===== src/design/dbg_cfg_pkg.sv =====
/*
  shared constants and carriers of the debug configuration and status byte block.
  assumes one system clock and the debug command transport decoding host bytes
  into one-cycle command strobes on that same clock.
*/
package dbg_cfg_pkg;
   // byte width of both registers
   localparam int BYTE_W = 8;

   // configuration field positions
   localparam int CFG_RETAIN_BIT = 5;
   localparam int CFG_TIMERS_OFF_BIT = 3;
   localparam int CFG_DMA_PAUSE_BIT = 2;
   localparam int CFG_SUSPEND_BIT = 1;
   // writable bits; reserved 7:6, 4 and 0 stay zero
   localparam logic [7:0] CFG_WRITE_MASK = 8'h2E;
   // configuration reset: retain, dma pause and suspend set
   localparam logic [7:0] CFG_RESET = 8'h26;

   // status field positions
   localparam int STS_ERASE_BUSY_BIT = 7;
   localparam int STS_OSC_STABLE_BIT = 1;
   // status bits fed by other logic of the chip (6:2 and 0)
   localparam logic [7:0] STS_OTHER_MASK = 8'h7D;
   localparam logic [7:0] STS_RESET = 8'h00;

   // commands that reach this block
   typedef enum logic [1:0] {
      OP_WR_CONFIG = 2'b00,
      OP_RD_CONFIG = 2'b01,
      OP_RD_STATUS = 2'b10,
      OP_CHIP_ERASE = 2'b11
   } cmd_op_e;

   // one decoded command strobe with its data byte
   typedef struct packed {
      logic valid;
      cmd_op_e op;
      logic [7:0] data;
   } cmd_s;

   // one answer byte
   typedef struct packed {
      logic valid;
      logic [7:0] data;
   } rsp_s;
endpackage : dbg_cfg_pkg


===== src/design/debug_config_status.sv =====
/*
  debug configuration byte and debug status byte with their effects on the chip:
  regulator retention, debug logic reset in deep sleep, timer gating, dma pause,
  chip-erase busy tracking and oscillator-stable reporting.
  assumes commands arrive as one-cycle strobes from the debug transport on clk,
  power, cpu, flash and other status inputs are on clk, and the oscillator-stable
  level comes from the analog side and is asynchronous.
*/
// What this block does
// - config byte written and read by commands
// - bit five keeps regulator on in sleep
// - bit five clear resets logic entering sleep
// - bit three disables timers, overriding suspend
// - bit two pauses all dma transfers
// - bit one stops timers on halt, injection
// - single step ticks timers as free-running
// - status byte returned on status read
// - erase busy from erase command to done
// - status bit one shows oscillator stable
`timescale 1ns/1ns
`default_nettype none
module debug_config_status (
   // clock and reset
   input wire logic clk,
   input wire logic nrst,
   // command strobe from the debug transport
   input wire dbg_cfg_pkg::cmd_s cmdIn,
   // answer byte back to the transport
   output var dbg_cfg_pkg::rsp_s rspOut,
   // power manager state
   input wire logic deepSleepTwo,
   input wire logic deepSleepThree,
   // cpu and flash state
   input wire logic cpuHalted,
   input wire logic injectedBusy,
   input wire logic singleStepBusy,
   input wire logic eraseDone,
   // asynchronous oscillator-stable level
   input wire logic oscStableRaw,
   // remaining status bits from other logic
   input wire logic [7:0] otherStatus,
   // controls to the rest of the chip
   output logic regulatorKeepOn,
   output logic debugLogicReset,
   output logic timerRun,
   output logic dmaPause,
   output logic eraseStart
);
   import dbg_cfg_pkg::*;

   logic [7:0] config_ff; // configuration byte
   logic [7:0] nxt_config;
   logic eraseBusy_ff; // chip erase in progress
   logic nxt_eraseBusy;
   logic sleepPrev_ff; // deep sleep level one cycle ago
   logic nxt_sleepPrev;
   rsp_s rsp_ff;
   rsp_s nxt_rsp;
   logic regOn_ff;
   logic nxt_regOn;
   logic ifReset_ff;
   logic nxt_ifReset;
   logic timerRun_ff;
   logic nxt_timerRun;
   logic dmaPause_ff;
   logic nxt_dmaPause;
   logic eraseStart_ff;
   logic nxt_eraseStart;
   logic oscStable; // filtered oscillator level
   logic inSleep; // chip is in either deep sleep mode
   logic sleepEntry; // first cycle of a deep sleep
   logic [7:0] statusByte; // status as seen right now

   // the oscillator level crosses from the analog side
   sync_three oscSync (
      .clk(clk),
      .nrst(nrst),
      .rawIn(oscStableRaw),
      .syncOut(oscStable)
   );

   // current status byte assembly
   always_comb begin
      statusByte = otherStatus & STS_OTHER_MASK;
      statusByte[STS_ERASE_BUSY_BIT] = eraseBusy_ff;
      statusByte[STS_OSC_STABLE_BIT] = oscStable;
   end

   // either deep sleep counts; entry is the first cycle of the combined level
   assign inSleep = deepSleepTwo | deepSleepThree;
   assign sleepEntry = inSleep & ~sleepPrev_ff;

   // next configuration, erase flag and answer
   always_comb begin
      nxt_config = config_ff;
      nxt_eraseBusy = eraseBusy_ff;
      // no answer unless a command was taken this cycle
      nxt_rsp = '0;
      nxt_eraseStart = 1'b0;
      nxt_sleepPrev = inSleep;
      nxt_ifReset = 1'b0;
      // done clears first so that a new erase command in the same cycle wins
      if (eraseDone) begin
         nxt_eraseBusy = 1'b0;
      end
      if (cmdIn.valid) begin
         nxt_rsp.valid = 1'b1;
         unique case (cmdIn.op)
            OP_WR_CONFIG: begin
               // reserved bits are dropped so they can never read back set
               nxt_config = cmdIn.data & CFG_WRITE_MASK;
               nxt_rsp.data = statusByte;
            end
            OP_RD_CONFIG: begin
               nxt_rsp.data = config_ff;
            end
            OP_RD_STATUS: begin
               nxt_rsp.data = statusByte;
            end
            OP_CHIP_ERASE: begin
               // busy rises at once, before the flash controller even starts
               nxt_eraseBusy = 1'b1;
               nxt_eraseStart = 1'b1;
               nxt_rsp.data = statusByte;
            end
         endcase
      end
      // without retention the debug logic loses its state on sleep entry
      if (sleepEntry && !config_ff[CFG_RETAIN_BIT]) begin
         nxt_config = CFG_RESET;
         nxt_ifReset = 1'b1;
         nxt_rsp = '0;
      end
   end

   // next values of the chip-facing controls
   always_comb begin
      // regulator held only when retention is set and a deep sleep is active
      nxt_regOn = nxt_config[CFG_RETAIN_BIT] & inSleep;
      nxt_dmaPause = nxt_config[CFG_DMA_PAUSE_BIT];
      // a clear configuration leaves the timers free-running
      nxt_timerRun = 1'b1;
      if (nxt_config[CFG_TIMERS_OFF_BIT]) begin
         // full disable beats suspend in every case
         nxt_timerRun = 1'b0;
      end else if (nxt_config[CFG_SUSPEND_BIT]) begin
         // a step runs timers exactly for the cycles the instruction takes,
         // so they see the ticks a free run would give
         if (singleStepBusy) begin
            nxt_timerRun = 1'b1;
         end else if (cpuHalted || injectedBusy) begin
            nxt_timerRun = 1'b0;
         end
      end
   end

   // registers only
   always_ff @(posedge clk or negedge nrst) begin
      if (!nrst) begin
         config_ff <= CFG_RESET;
         eraseBusy_ff <= 1'b0;
         sleepPrev_ff <= 1'b0;
         rsp_ff <= '0;
         regOn_ff <= 1'b0;
         ifReset_ff <= 1'b0;
         timerRun_ff <= 1'b1;
         // the pause level starts from the configuration reset byte
         dmaPause_ff <= CFG_RESET[CFG_DMA_PAUSE_BIT];
         eraseStart_ff <= 1'b0;
      end else begin
         config_ff <= nxt_config;
         eraseBusy_ff <= nxt_eraseBusy;
         sleepPrev_ff <= nxt_sleepPrev;
         rsp_ff <= nxt_rsp;
         regOn_ff <= nxt_regOn;
         ifReset_ff <= nxt_ifReset;
         timerRun_ff <= nxt_timerRun;
         dmaPause_ff <= nxt_dmaPause;
         eraseStart_ff <= nxt_eraseStart;
      end
   end

   // outputs straight from flip-flops
   assign rspOut = rsp_ff;
   assign regulatorKeepOn = regOn_ff;
   assign debugLogicReset = ifReset_ff;
   assign timerRun = timerRun_ff;
   assign dmaPause = dmaPause_ff;
   assign eraseStart = eraseStart_ff;
endmodule : debug_config_status
`default_nettype wire


===== src/design/sync_three.sv =====
/*
  three-stage synchroniser for one asynchronous level.
  assumes the level is slow next to clk; a change is taken once stages one and two agree.
*/
`timescale 1ns/1ns
`default_nettype none
module sync_three (
   // clock and reset
   input wire logic clk,
   input wire logic nrst,
   // raw level and its filtered copy
   input wire logic rawIn,
   output logic syncOut
);
   logic [2:0] stage_ff; // stage 0 is read only by stage 1
   logic [2:0] nxt_stage;
   logic out_ff;
   logic nxt_out;

   // shift in and update the output only when the two late stages agree
   always_comb begin
      nxt_stage = {stage_ff[1:0], rawIn};
      nxt_out = out_ff;
      if (stage_ff[1] == stage_ff[2]) begin
         nxt_out = stage_ff[2];
      end
   end

   // registers only
   always_ff @(posedge clk or negedge nrst) begin
      if (!nrst) begin
         stage_ff <= 3'h0;
         out_ff <= 1'b0;
      end else begin
         stage_ff <= nxt_stage;
         out_ff <= nxt_out;
      end
   end

   assign syncOut = out_ff;
endmodule : sync_three
`default_nettype wire


===== config.mk =====
export PLATFORM = sky130hd
export DESIGN_NAME = debug_config_status
export DESIGN_NICKNAME = d
export VERILOG_FILES = /design/src/design/dbg_cfg_pkg.sv /design/src/design/debug_config_status.sv /design/src/design/sync_three.sv
export SDC_FILE = /design/constraint.sdc
export NUM_CORES = 1
export LEC_CHECK = 0
export BUFFER_PORTS_ARGS = -buffer_cell sky130_fd_sc_hd__buf_2
export CAP_MARGIN = 20
export CORE_MARGIN = 5
export CORE_UTILIZATION = 49
export CTS_BUF_LIST = sky130_fd_sc_hd__clkbuf_8
export CTS_CLUSTER_DIAMETER = 200
export DETAILED_ROUTE_END_ITERATION = 10
export PLACE_DENSITY = 0.9
export RECOVER_POWER = 50
export SETUP_SLACK_MARGIN = 0.5
export SLEW_MARGIN = 20
export SYNTH_ARGS = -nofsm -noshare
export SYNTH_HDL_FRONTEND = slang
export SYNTH_SLANG_ARGS = --single-unit

===== constraint.sdc =====
create_clock -name clk -period 3.6 [get_ports clk]
set_input_delay 1.08 -clock clk [delete_from_list [all_inputs] [get_ports clk]]
set_output_delay 1.08 -clock clk [all_outputs]
set_load 0.01 [all_outputs]

==> results of run 1 <==
[cell type report]
type                    count  share of cell area (%)
well taps                  17                    2.00
inverters                   4                    1.64
clock buffers               3                    3.87
clock inverters             1                   0.352
flip-flops and latches     23                    54.5
repair buffers             35                    16.2
multi-input cells          32                    21.5
[per-stage QoR]
step / total power, W / hold WS, ps / instances
after floorplan: 0.000358 / 331 / 61
after global placement: 0.000394 / 333 / 111
after detailed placement: 0.000398 / 370 / 111
after CTS: 0.000547 / 385 / 115
after global routing: 0.000568 / 390 / 115
final: 0.000541 / 388 / 115
[routing by layer]
metal,global-route usage [%],vias to the layer above,routed length (um)
li1,-,273,-
met4,6.55,0,19
met2,21.4,27,809
met3,4.08,2,132
met5,0,-,0
met1,14.0,261,556
[placed cells by master (no fill, tap or decap)]
cell type | netlist | routed
a21o_1 | 1 | 1
a21oi_1 | 1 | 1
a21oi_2 | 1 | 1
and3_1 | 5 | 5
buf_2 | 1 | 33
clkbuf_1 | 0 | 2
clkbuf_8 | 0 | 3
dfrtp_1 | 19 | 19
dfstp_2 | 4 | 4
inv_1 | 3 | 4
inv_4 | 1 | 1
maj3_1 | 1 | 1
mux2i_1 | 8 | 8
nand2_1 | 3 | 3
nand2_4 | 1 | 1
nand2b_1 | 1 | 1
nor2_1 | 7 | 7
nor2_2 | 1 | 1
nor3b_4 | 1 | 1
or3_1 | 1 | 1
[worst max path at each step]
stage	end	slack (ps)	depth (start not counted)
2_1_floorplan	rspOut[0]$_DFF_PN0_	1650	6
3_3_place_gp	rspOut[0]$_DFF_PN0_	1500	6
5_1_grt	dmaPause	1560	1
3_5_place_dp	rspOut[7]$_DFF_PN0_	1480	6
4_1_cts	dmaPause	1580	1
6_report	dmaPause	1590	1
[logic make-up after synthesis]
logic type / after synthesis / synth area share [%]
simple gates: 20 / 13.9
flops: 23 / 68.8
fa+ha+maj: 1 / 1.19
buf+inv: 6 / 4.01
mux: 8 / 9.50
compound gates: 3 / 2.52
[power by group]
group / leakage, nW / switching [W] / internal, W
clock network: 0.0269 / 0.0000734 / 0.0000759
logic: 0.290 / 0.0000458 / 0.0000380
registers: 0.280 / 0.0000125 / 0.000295
==> flow_summary.json, run 1 <==
{
  "async_reset_ff_share_pct": 100,
  "ys_ff_latch": 23,
  "grt_pass1_wl_mm": 2.37,
  "rr_endpoint": "rspOut[7]$_DFF_PN0_",
  "core_area_mm2": 0.00169,
  "viasPerCell": 4.90,
  "cts_setup_buffers": 0,
  "register_area_um2": 581,
  "synth_most_common_cell": "dfrtp_1",
  "yosysSeqAreaShare_pct": 68.8,
  "worstHoldPathCells": 0,
  "die_area_mm2": 0.00265,
  "antenna_found_initial": 0,
  "fin_crit_sh_pct": 55.9,
  "multi_input_comb_area_um2": 229,
  "syn_nets": 89,
  "port-buffer-count": 35,
  "grt_start_max_net_pins": 24,
  "numCtsBuffers": 3,
  "clock-root-buffer": "clkbuf_8",
  "drive_above_1_share_pct": 45.9,
  "cp.buffers_inverters": 1,
  "grt_usage_pct": 12.6,
  "yosys.area.top_type": "dfrtp_1",
  "syn_area_um2": 843,
  "reg2reg_slack_ps": 2260,
  "via_count": 563,
  "clk_pin_slew_ps": 70,
  "maxSlewViolCount": 0,
  "setup_slack_ps": 1590,
  "drc": 0,
  "ir_drop_mv": 0.338,
  "overflow": 0,
  "required_ps": 2520,
  "crit_start": "config_ff[2]$_DFFE_PN1P_",
  "fin_util_pct": 63.1,
  "dieHeight_um": 51.5,
  "setup-violations-final": 0,
  "relSlewSlack_pct": 24.6,
  "slowest_stage": "dfstp_2",
  "synthesis.instances": 61,
  "rr_worst_depth": 4,
  "pre_cts_slack_ps": 1480,
  "tritoncts": "built",
  "yosysWarnings": 0,
  "clockBufferDepth": 2,
  "final_hold_viol_count": 0,
  "crit_arrival_ps": 930,
  "drt-pass1-iter-count": 2,
  "powerDensity_mw_per_mm2": 507,
  "area_delta_synth_final_pct": 26.4,
  "cp_top_family": "flip-flops",
  "finClkSkew_ps": 3.82,
  "tightest_slew_ps": 1130,
  "avgSynthCellArea_um2": 13.8,
  "clock_latency_ps": 260,
  "largest_reg_flops": 9,
  "whs_endpoint": "oscSync.stage_ff[1]$_DFF_PN0_",
  "yosys-top-cells-area": "dfrtp_1 (56%), dfstp_2 (12%), mux2i_1 (9.5%)",
  "fin_setup_tns_ps": 0,
  "dp_hpwl_mm": 1.20,
  "max_freq_mhz": 497,
  "cts_resized": 0,
  "synthFlopType": "dfrtp_1",
  "drv_cap": 0,
  "critPathCaptureType": "primary output",
  "start_util_pct": 49.9,
  "fillCellCount": 145,
  "avgRoutedWirePerCell_um": 13.2,
  "fin_crit_ps": 2010,
  "slowest_delay_ps": 550,
  "fin_area_mm2": 0.00107,
  "drt.antenna.violating_nets": 0,
  "nets": 127,
  "cts.sinks": 23,
  "fp-row-count": 15,
  "yosysTopAreaCellShare_pct": 56.4,
  "rsz0062_at_grt": "false",
  "gp_congestion": 0.714,
  "crit_chain": "buf_2",
  "routed_wl_mm": 1.52,
  "worstSetupStartpointType": "register",
  "ios": 42,
  "hold_start": "oscSync.stage_ff[0]$_DFF_PN0_",
  "r2r_start": "config_ff[5]$_DFF_PN1_",
  "outcome": "completed",
  "antennaDiodeCount": 0,
  "crit_path_max_fanout": 3,
  "die_width_um": 51.5,
  "cts.htree.levels": 1,
  "criticalPathCategory": "reg2out",
  "synth.distinct_cells": 19,
  "drtIter0Drc": 1,
  "hold_buffers": 0,
  "hold_class": "reg2reg",
  "synth_edf_count": 0,
  "grt_pass1_vias": 548,
  "dpl-instance-area_mm2": 0.00102,
  "ys_top_cells_by_count": "dfrtp_1 (19), mux2i_1 (8), nor2_1 (7), and3_1 (5), dfstp_2 (4)",
  "leakagePower_nw": 0.597
}
No activity file was read; power rests on OpenSTA's default activity.
==> run 2, diff against run 1 <==
--- a/config.mk
+++ b/config.mk
@@ -8,11 +8,11 @@
 export BUFFER_PORTS_ARGS = -buffer_cell sky130_fd_sc_hd__buf_2
 export CAP_MARGIN = 20
 export CORE_MARGIN = 5
-export CORE_UTILIZATION = 49
+export CORE_UTILIZATION = 41
 export CTS_BUF_LIST = sky130_fd_sc_hd__clkbuf_8
 export CTS_CLUSTER_DIAMETER = 200
 export DETAILED_ROUTE_END_ITERATION = 10
-export PLACE_DENSITY = 0.9
+export PLACE_DENSITY = 0.81
 export RECOVER_POWER = 50
 export SETUP_SLACK_MARGIN = 0.5
 export SLEW_MARGIN = 20
==> constraint.sdc (replaced) <==
create_clock -name clk -period 1.7 [get_ports clk]
set_input_delay 0.51 -clock clk [delete_from_list [all_inputs] [get_ports clk]]
set_output_delay 0.51 -clock clk [all_outputs]
set_load 0.01 [all_outputs]
==> run 2 against run 1 <==
Net effect: utilization fell by 3.1 points; first-iteration DRC count rose to 8.0 times the previous value; sequential power rose by 110%; sequential cell count did not move; count of clock-buffer cells in the layout did not move; non-clock buffer count rose by 7; global-route usage fell by 1.3 points; via count rose by 6.2%; register-to-register slack got worse by 1700 ps.
==> flow_summary.json, run 2 (same netlist as run 1, synthesis figures left out) <==
{
  "hold_class": "in2reg",
  "avgRoutedWirePerCell_um": 12.9,
  "critPathCaptureType": "primary output",
  "fin_crit_sh_pct": 82.3,
  "fin_area_mm2": 0.00118,
  "start_util_pct": 43.0,
  "powerDensity_mw_per_mm2": 1020,
  "relSlewSlack_pct": 21.3,
  "die_width_um": 55.4,
  "antenna_found_initial": 0,
  "rr_endpoint": "regulatorKeepOn$_DFF_PN0_",
  "clock_latency_ps": 260,
  "clk_pin_slew_ps": 80,
  "drt-pass1-iter-count": 3,
  "layout_commonest_cell": "buf_2",
  "crit_end": "dmaPause",
  "cp_top_family": "flip-flops",
  "tritoncts": "built",
  "drc": 0,
  "ir_drop_mv": 0.613,
  "viasPerCell": 4.53,
  "crit_path_max_fanout": 2,
  "rr_worst_depth": 3,
  "dpl-instance-area_mm2": 0.00104,
  "fin_setup_tns_ps": 0,
  "routed_wl_mm": 1.71,
  "drtIter0Drc": 8,
  "nets": 134,
  "most-common-layout-cells": "buf_2 (28), dfrtp_1 (19), mux2i_1 (8)",
  "grt_start_max_net_pins": 24,
  "tightest_slew_ps": 1180,
  "dieHeight_um": 55.4,
  "cp_num_cells": 1,
  "gp_congestion": 0.708,
  "clock-root-buffer": "clkbuf_8",
  "max_freq_mhz": 715,
  "dp_hpwl_mm": 1.22,
  "grt_pass1_wl_mm": 2.80,
  "crit_start": "config_ff[2]$_DFFE_PN1P_",
  "worstSetupStartpointType": "register",
  "grt_usage_pct": 11.4,
  "drv_cap": 0,
  "slowest_stage": "dfstp_2",
  "crit_arrival_ps": 890,
  "drive_above_1_share_pct": 52.4,
  "fillCellCount": 180,
  "criticalPathCategory": "reg2out",
  "final_hold_viol_count": 0,
  "antennaDiodeCount": 0,
  "ios": 42,
  "hold_buffers": 0,
  "r2r_start": "config_ff[5]$_DFF_PN1_",
  "largest_reg_flops": 9,
  "reg2reg_slack_ps": 530,
  "setup-violations-final": 0,
  "hold_start": "oscStableRaw",
  "clockBufferDepth": 2,
  "leakagePower_nw": 0.639,
  "outcome": "completed",
  "rsz0062_at_grt": "true",
  "cp.buffers_inverters": 1,
  "worstHoldPathCells": 1,
  "dp.cells": 121,
  "drt.antenna.violating_nets": 0,
  "fp-row-count": 16,
  "required_ps": 1190,
  "crit_chain": "buf_6",
  "cts.htree.levels": 1,
  "via_count": 598,
  "port-buffer-count": 35,
  "die_area_mm2": 0.00306,
  "core_area_mm2": 0.00196,
  "finClkSkew_ps": 4.60,
  "fin_crit_ps": 1400,
  "numCtsBuffers": 3,
  "area_delta_synth_final_pct": 39.6,
  "instances_no_fill": 132,
  "maxSlewViolCount": 0,
  "grt_pass1_vias": 626,
  "cts.sinks": 23,
  "slowest_delay_ps": 540,
  "overflow": 0
}
[run 2: changes by cell type in the layout (fill, tap and decap cells not counted), sizes merged]
cell and delta:
clkbuf +1, buf +6
[run 2: cell type report]
class / instances / area (um2) / share of cell area [%]
well taps: 27 / 33.8 / 2.87
flip-flops and latches: 23 / 581 / 49.3
inverters: 4 / 17.5 / 1.49
repair buffers: 42 / 256 / 21.8
multi-input cells: 32 / 244 / 20.7
clock inverters: 1 / 3.75 / 0.319
clock buffers: 3 / 41.3 / 3.51
[run 2: power by group]
| part | internal, W | switching, W | total, W | leakage, nW |
|---|---|---|---|---|
| registers | 0.000625 | 0.0000281 | 0.000654 | 0.280 |
| clock network | 0.000161 | 0.000157 | 0.000318 | 0.0269 |
| logic | 0.000124 | 0.000108 | 0.000232 | 0.332 |
| total | 0.000910 | 0.000294 | 0.00120 | 0.639 |
[run 2: metrics by stage]
| stage | worst slack [ps] | total power, W | utilization, % | hold WS, ps |
|---|---|---|---|---|
| detailed placement | 127 | 0.000846 | 53.2 | 352 |
| floorplan | 333 | 0.000758 | - | 214 |
| CTS | 294 | 0.00120 | 58.5 | 219 |
| global route | 235 | 0.00127 | 60.0 | 348 |
| global placement | 136 | 0.000838 | 53.2 | 335 |
| finish | 302 | 0.00120 | 60.0 | 356 |
[run 2: what timing repair did]
item / 4_1_cts / 5_1_grt
pin swaps: 5 / 5
endpoints found under the setup margin: 20 / 22
setup buffers: 3 / 4
gates resized for setup: 9 / 4
[run 2: how the worst min path moves through the flow]
stage / end / slack, ps
3_5_place_dp: oscSync.stage_ff[1]$_DFF_PN0_ / 350
3_3_place_gp: oscSync.stage_ff[1]$_DFF_PN0_ / 340
5_1_grt: oscSync.stage_ff[0]$_DFF_PN0_ / 350
4_1_cts: rspOut[4]$_DFF_PN0_ / 220
2_1_floorplan: config_ff[3]$_DFF_PN0_ / 210
6_report: oscSync.stage_ff[0]$_DFF_PN0_ / 360
[run 2: layer usage]
metal	vias up	GRT usage, %	part of all wire, %
met2	26	19.9	51
li1	286	-	-
met4	0	4.17	0.59
met1	284	11.3	39
met3	2	6.06	10
met5	-	0	0
==> run 3, diff against run 2 <==
--- a/config.mk
+++ b/config.mk
@@ -5,14 +5,15 @@
 export SDC_FILE = /design/constraint.sdc
 export NUM_CORES = 1
 export LEC_CHECK = 0
+export ABC_AREA = 1
 export BUFFER_PORTS_ARGS = -buffer_cell sky130_fd_sc_hd__buf_2
 export CAP_MARGIN = 20
 export CORE_MARGIN = 5
-export CORE_UTILIZATION = 41
+export CORE_UTILIZATION = 46
 export CTS_BUF_LIST = sky130_fd_sc_hd__clkbuf_8
 export CTS_CLUSTER_DIAMETER = 200
 export DETAILED_ROUTE_END_ITERATION = 10
-export PLACE_DENSITY = 0.81
+export PLACE_DENSITY = 0.85
 export RECOVER_POWER = 50
 export SETUP_SLACK_MARGIN = 0.5
 export SLEW_MARGIN = 20
==> constraint.sdc (replaced) <==
create_clock -name clk -period 1.3 [get_ports clk]
set_input_delay 0.39 -clock clk [delete_from_list [all_inputs] [get_ports clk]]
set_output_delay 0.39 -clock clk [all_outputs]
set_load 0.01 [all_outputs]
==> run 3 against run 2 <==
Net effect: the run now ends with negative setup slack left; critical path depth did not move; clock skew rose by 3.8 ps; sequential cell count did not move; worst setup slack got worse by 310 ps; die area fell by 7.3%; power rose by 42%; first-iteration DRC count did not move; via count rose by 22%; wire length rose by 38%.
==> flow_summary.json, run 3 <==
{
  "outcome": "complete, but fails checks",
  "failed_checks": "negative setup slack",
  "grt_pass1_vias": 740,
  "grt_start_max_net_pins": 24,
  "drtIter0Drc": 8,
  "grt_usage_pct": 16.5,
  "clockBufferDepth": 2,
  "tightest_slew_ps": 550,
  "crit_arrival_ps": 920,
  "setup_slack_ps": -12.7,
  "synthFlopType": "dfrtp_1",
  "synth_most_common_cell": "dfrtp_1",
  "yosys-top-cells-area": "dfrtp_1 (55%), dfstp_2 (12%), nand2_1 (7.4%)",
  "crit_chain": "buf_6",
  "hold_buffers": 0,
  "criticalPathCategory": "reg2out",
  "ys_ff_latch": 23,
  "clk_pin_slew_ps": 80,
  "synth.distinct_cells": 17,
  "synth_edf_count": 0,
  "overflow": 0,
  "die_area_mm2": 0.00284,
  "most-common-layout-cells": "buf_2 (32), dfrtp_1 (19), nand2_1 (15)",
  "ir_drop_mv": 0.904,
  "final_hold_viol_count": 0,
  "drt.antenna.violating_nets": 0,
  "slowest_stage": "dfstp_2",
  "port-buffer-count": 35,
  "whs_ps": 103,
  "cp_top_family": "flip-flops",
  "worstSetupStartpointType": "register",
  "grt_pass1_wl_mm": 3.29,
  "fin_setup_tns_ps": -12.7,
  "crit_path_max_fanout": 2,
  "maxSlewViolCount": 0,
  "avgSynthCellArea_um2": 10.5,
  "core_area_mm2": 0.00175,
  "via_count": 732,
  "instances_no_fill": 154,
  "syn_nets": 110,
  "routed_wl_mm": 2.35,
  "rsz0062_at_grt": "true",
  "slowest_delay_ps": 550,
  "dp_hpwl_mm": 1.34,
  "fin_crit_sh_pct": 101,
  "clock-root-buffer": "clkbuf_8",
  "drt-pass1-iter-count": 4,
  "ios": 42,
  "antennaDiodeCount": 0,
  "numCtsBuffers": 3,
  "required_ps": 910,
  "start_util_pct": 49.4,
  "async_reset_ff_share_pct": 100,
  "antenna_found_initial": 0,
  "fp-row-count": 15,
  "area_delta_synth_final_pct": 55.7,
  "yosysSeqAreaShare_pct": 67.3,
  "max_freq_mhz": 762,
  "tritoncts": "built",
  "yosysTopAreaCellShare_pct": 55.2,
  "syn_area_um2": 862,
  "relSlewSlack_pct": 63.3,
  "hold_class": "in2async",
  "cts.htree.levels": 1,
  "cts.sinks": 23,
  "finClkSkew_ps": 8.42,
  "nets": 158,
  "drc": 0,
  "die_width_um": 53.3,
  "synthesis.instances": 82,
  "largest_reg_flops": 9,
  "viasPerCell": 4.75,
  "drv_cap": 0,
  "fin_crit_ps": 1310,
  "critPathCaptureType": "primary output",
  "gp_congestion": 0.742,
  "drive_above_1_share_pct": 60.5,
  "avgRoutedWirePerCell_um": 15.2,
  "yosys.area.top_type": "dfrtp_1",
  "leakagePower_nw": 0.699,
  "dp.cells": 142,
  "dieHeight_um": 53.3,
  "powerDensity_mw_per_mm2": 1270,
  "clock_latency_ps": 260,
  "yosysWarnings": 0,
  "ys_top_cells_by_count": "dfrtp_1 (19), nand2_1 (17), inv_1 (11), nor2_1 (11), a21oi_1 (5)",
  "layout_commonest_cell": "buf_2",
  "cp.buffers_inverters": 1,
  "setup-violations-final": 1,
  "fin_util_pct": 76.9
}
==> run 3: changes by cell type after synthesis, moves of 3 or more <==
cell | before | now
and3_1 | 5 | 0
inv_1 | 3 | 11
nor2_1 | 7 | 11
mux2i_1 | 8 | 0
nand2_1 | 3 | 17
a21oi_1 | 1 | 5
nand3_1 | 0 | 3
==> run 3: what timing repair did <==
| action | CTS | global route |
|---|---|---|
| pin swaps | 4 | 3 |
| setup buffers | 4 | 3 |
| endpoints found under the setup margin | 31 | 31 |
| gates resized for setup | 18 | 9 |
| gates cloned | 0 | 1 |
==> run 3: cells by family (layout without fill, tap and decap cells) <==
group | Yosys count | in the layout | share of synthesized area, %
flip-flops | 23 | 23 | 67.3
adder cells (fa/ha/maj) | 1 | 1 | 1.16
buffers and inverters | 12 | 58 | 5.22
AND/OR/NAND/NOR | 38 | 39 | 21.0
AO/OA/AOI/OAI | 8 | 8 | 5.22
==> run 3: final timing paths <==
check	startpoint	to	slack, ps	cells past startpoint
worst max-delay path	config_ff[2]$_DFFE_PN1P_	dmaPause	-10	1
worst min-delay path	nrst	rspOut[8]$_DFF_PN0_	100	1
worst max register to register	config_ff[5]$_DFF_PN1_	rspOut[6]$_DFF_PN0_	180	5
worst min register to register	oscSync.stage_ff[0]$_DFF_PN0_	oscSync.stage_ff[1]$_DFF_PN0_	350	0
max in group asynchronous	nrst	timerRun$_DFF_PN1_	820	1
min in group clk	oscStableRaw	oscSync.stage_ff[0]$_DFF_PN0_	240	1
==> run 3: cell type report <==
| class | count | area [um2] |
|---|---|---|
| Clock buffer | 3 | 41.3 |
| Clock inverter | 1 | 5.00 |
| Fill cell | 116 | 403 |
| Inverter | 12 | 45.0 |
| Multi-Input combinational cell | 48 | 372 |
| Sequential cell | 23 | 581 |
| Tap cell | 25 | 31.3 |
| Timing Repair Buffer | 42 | 268 |
==> run 3: power by group <==
part	internal [W]	switching, W	total [W]
Combinational	0.000195	0.000229	0.000424
Clock	0.000213	0.000208	0.000421
Sequential	0.000818	0.0000453	0.000863
Total	0.00123	0.000482	0.00171
==> run 3: through the flow <==
step | cell area [um2] | total power [W] | setup WS [ps]
after floorplan | 887 | 0.00101 | 299
final | 1340 | 0.00171 | -12.7
after global routing | 1340 | 0.00180 | -35.9
after detailed placement | 1090 | 0.00113 | 92.6
after CTS | 1250 | 0.00165 | -4.58
after global placement | 1090 | 0.00112 | 140
==> run 3: per-layer routing <==
layer | vias up | GRT usage, % | wire length (um)
met5 | - | 0 | 0
met4 | 0 | 7.66 | 58
met3 | 4 | 3.10 | 138
met2 | 29 | 32.0 | 1300
met1 | 351 | 16.4 | 850
li1 | 348 | - | -
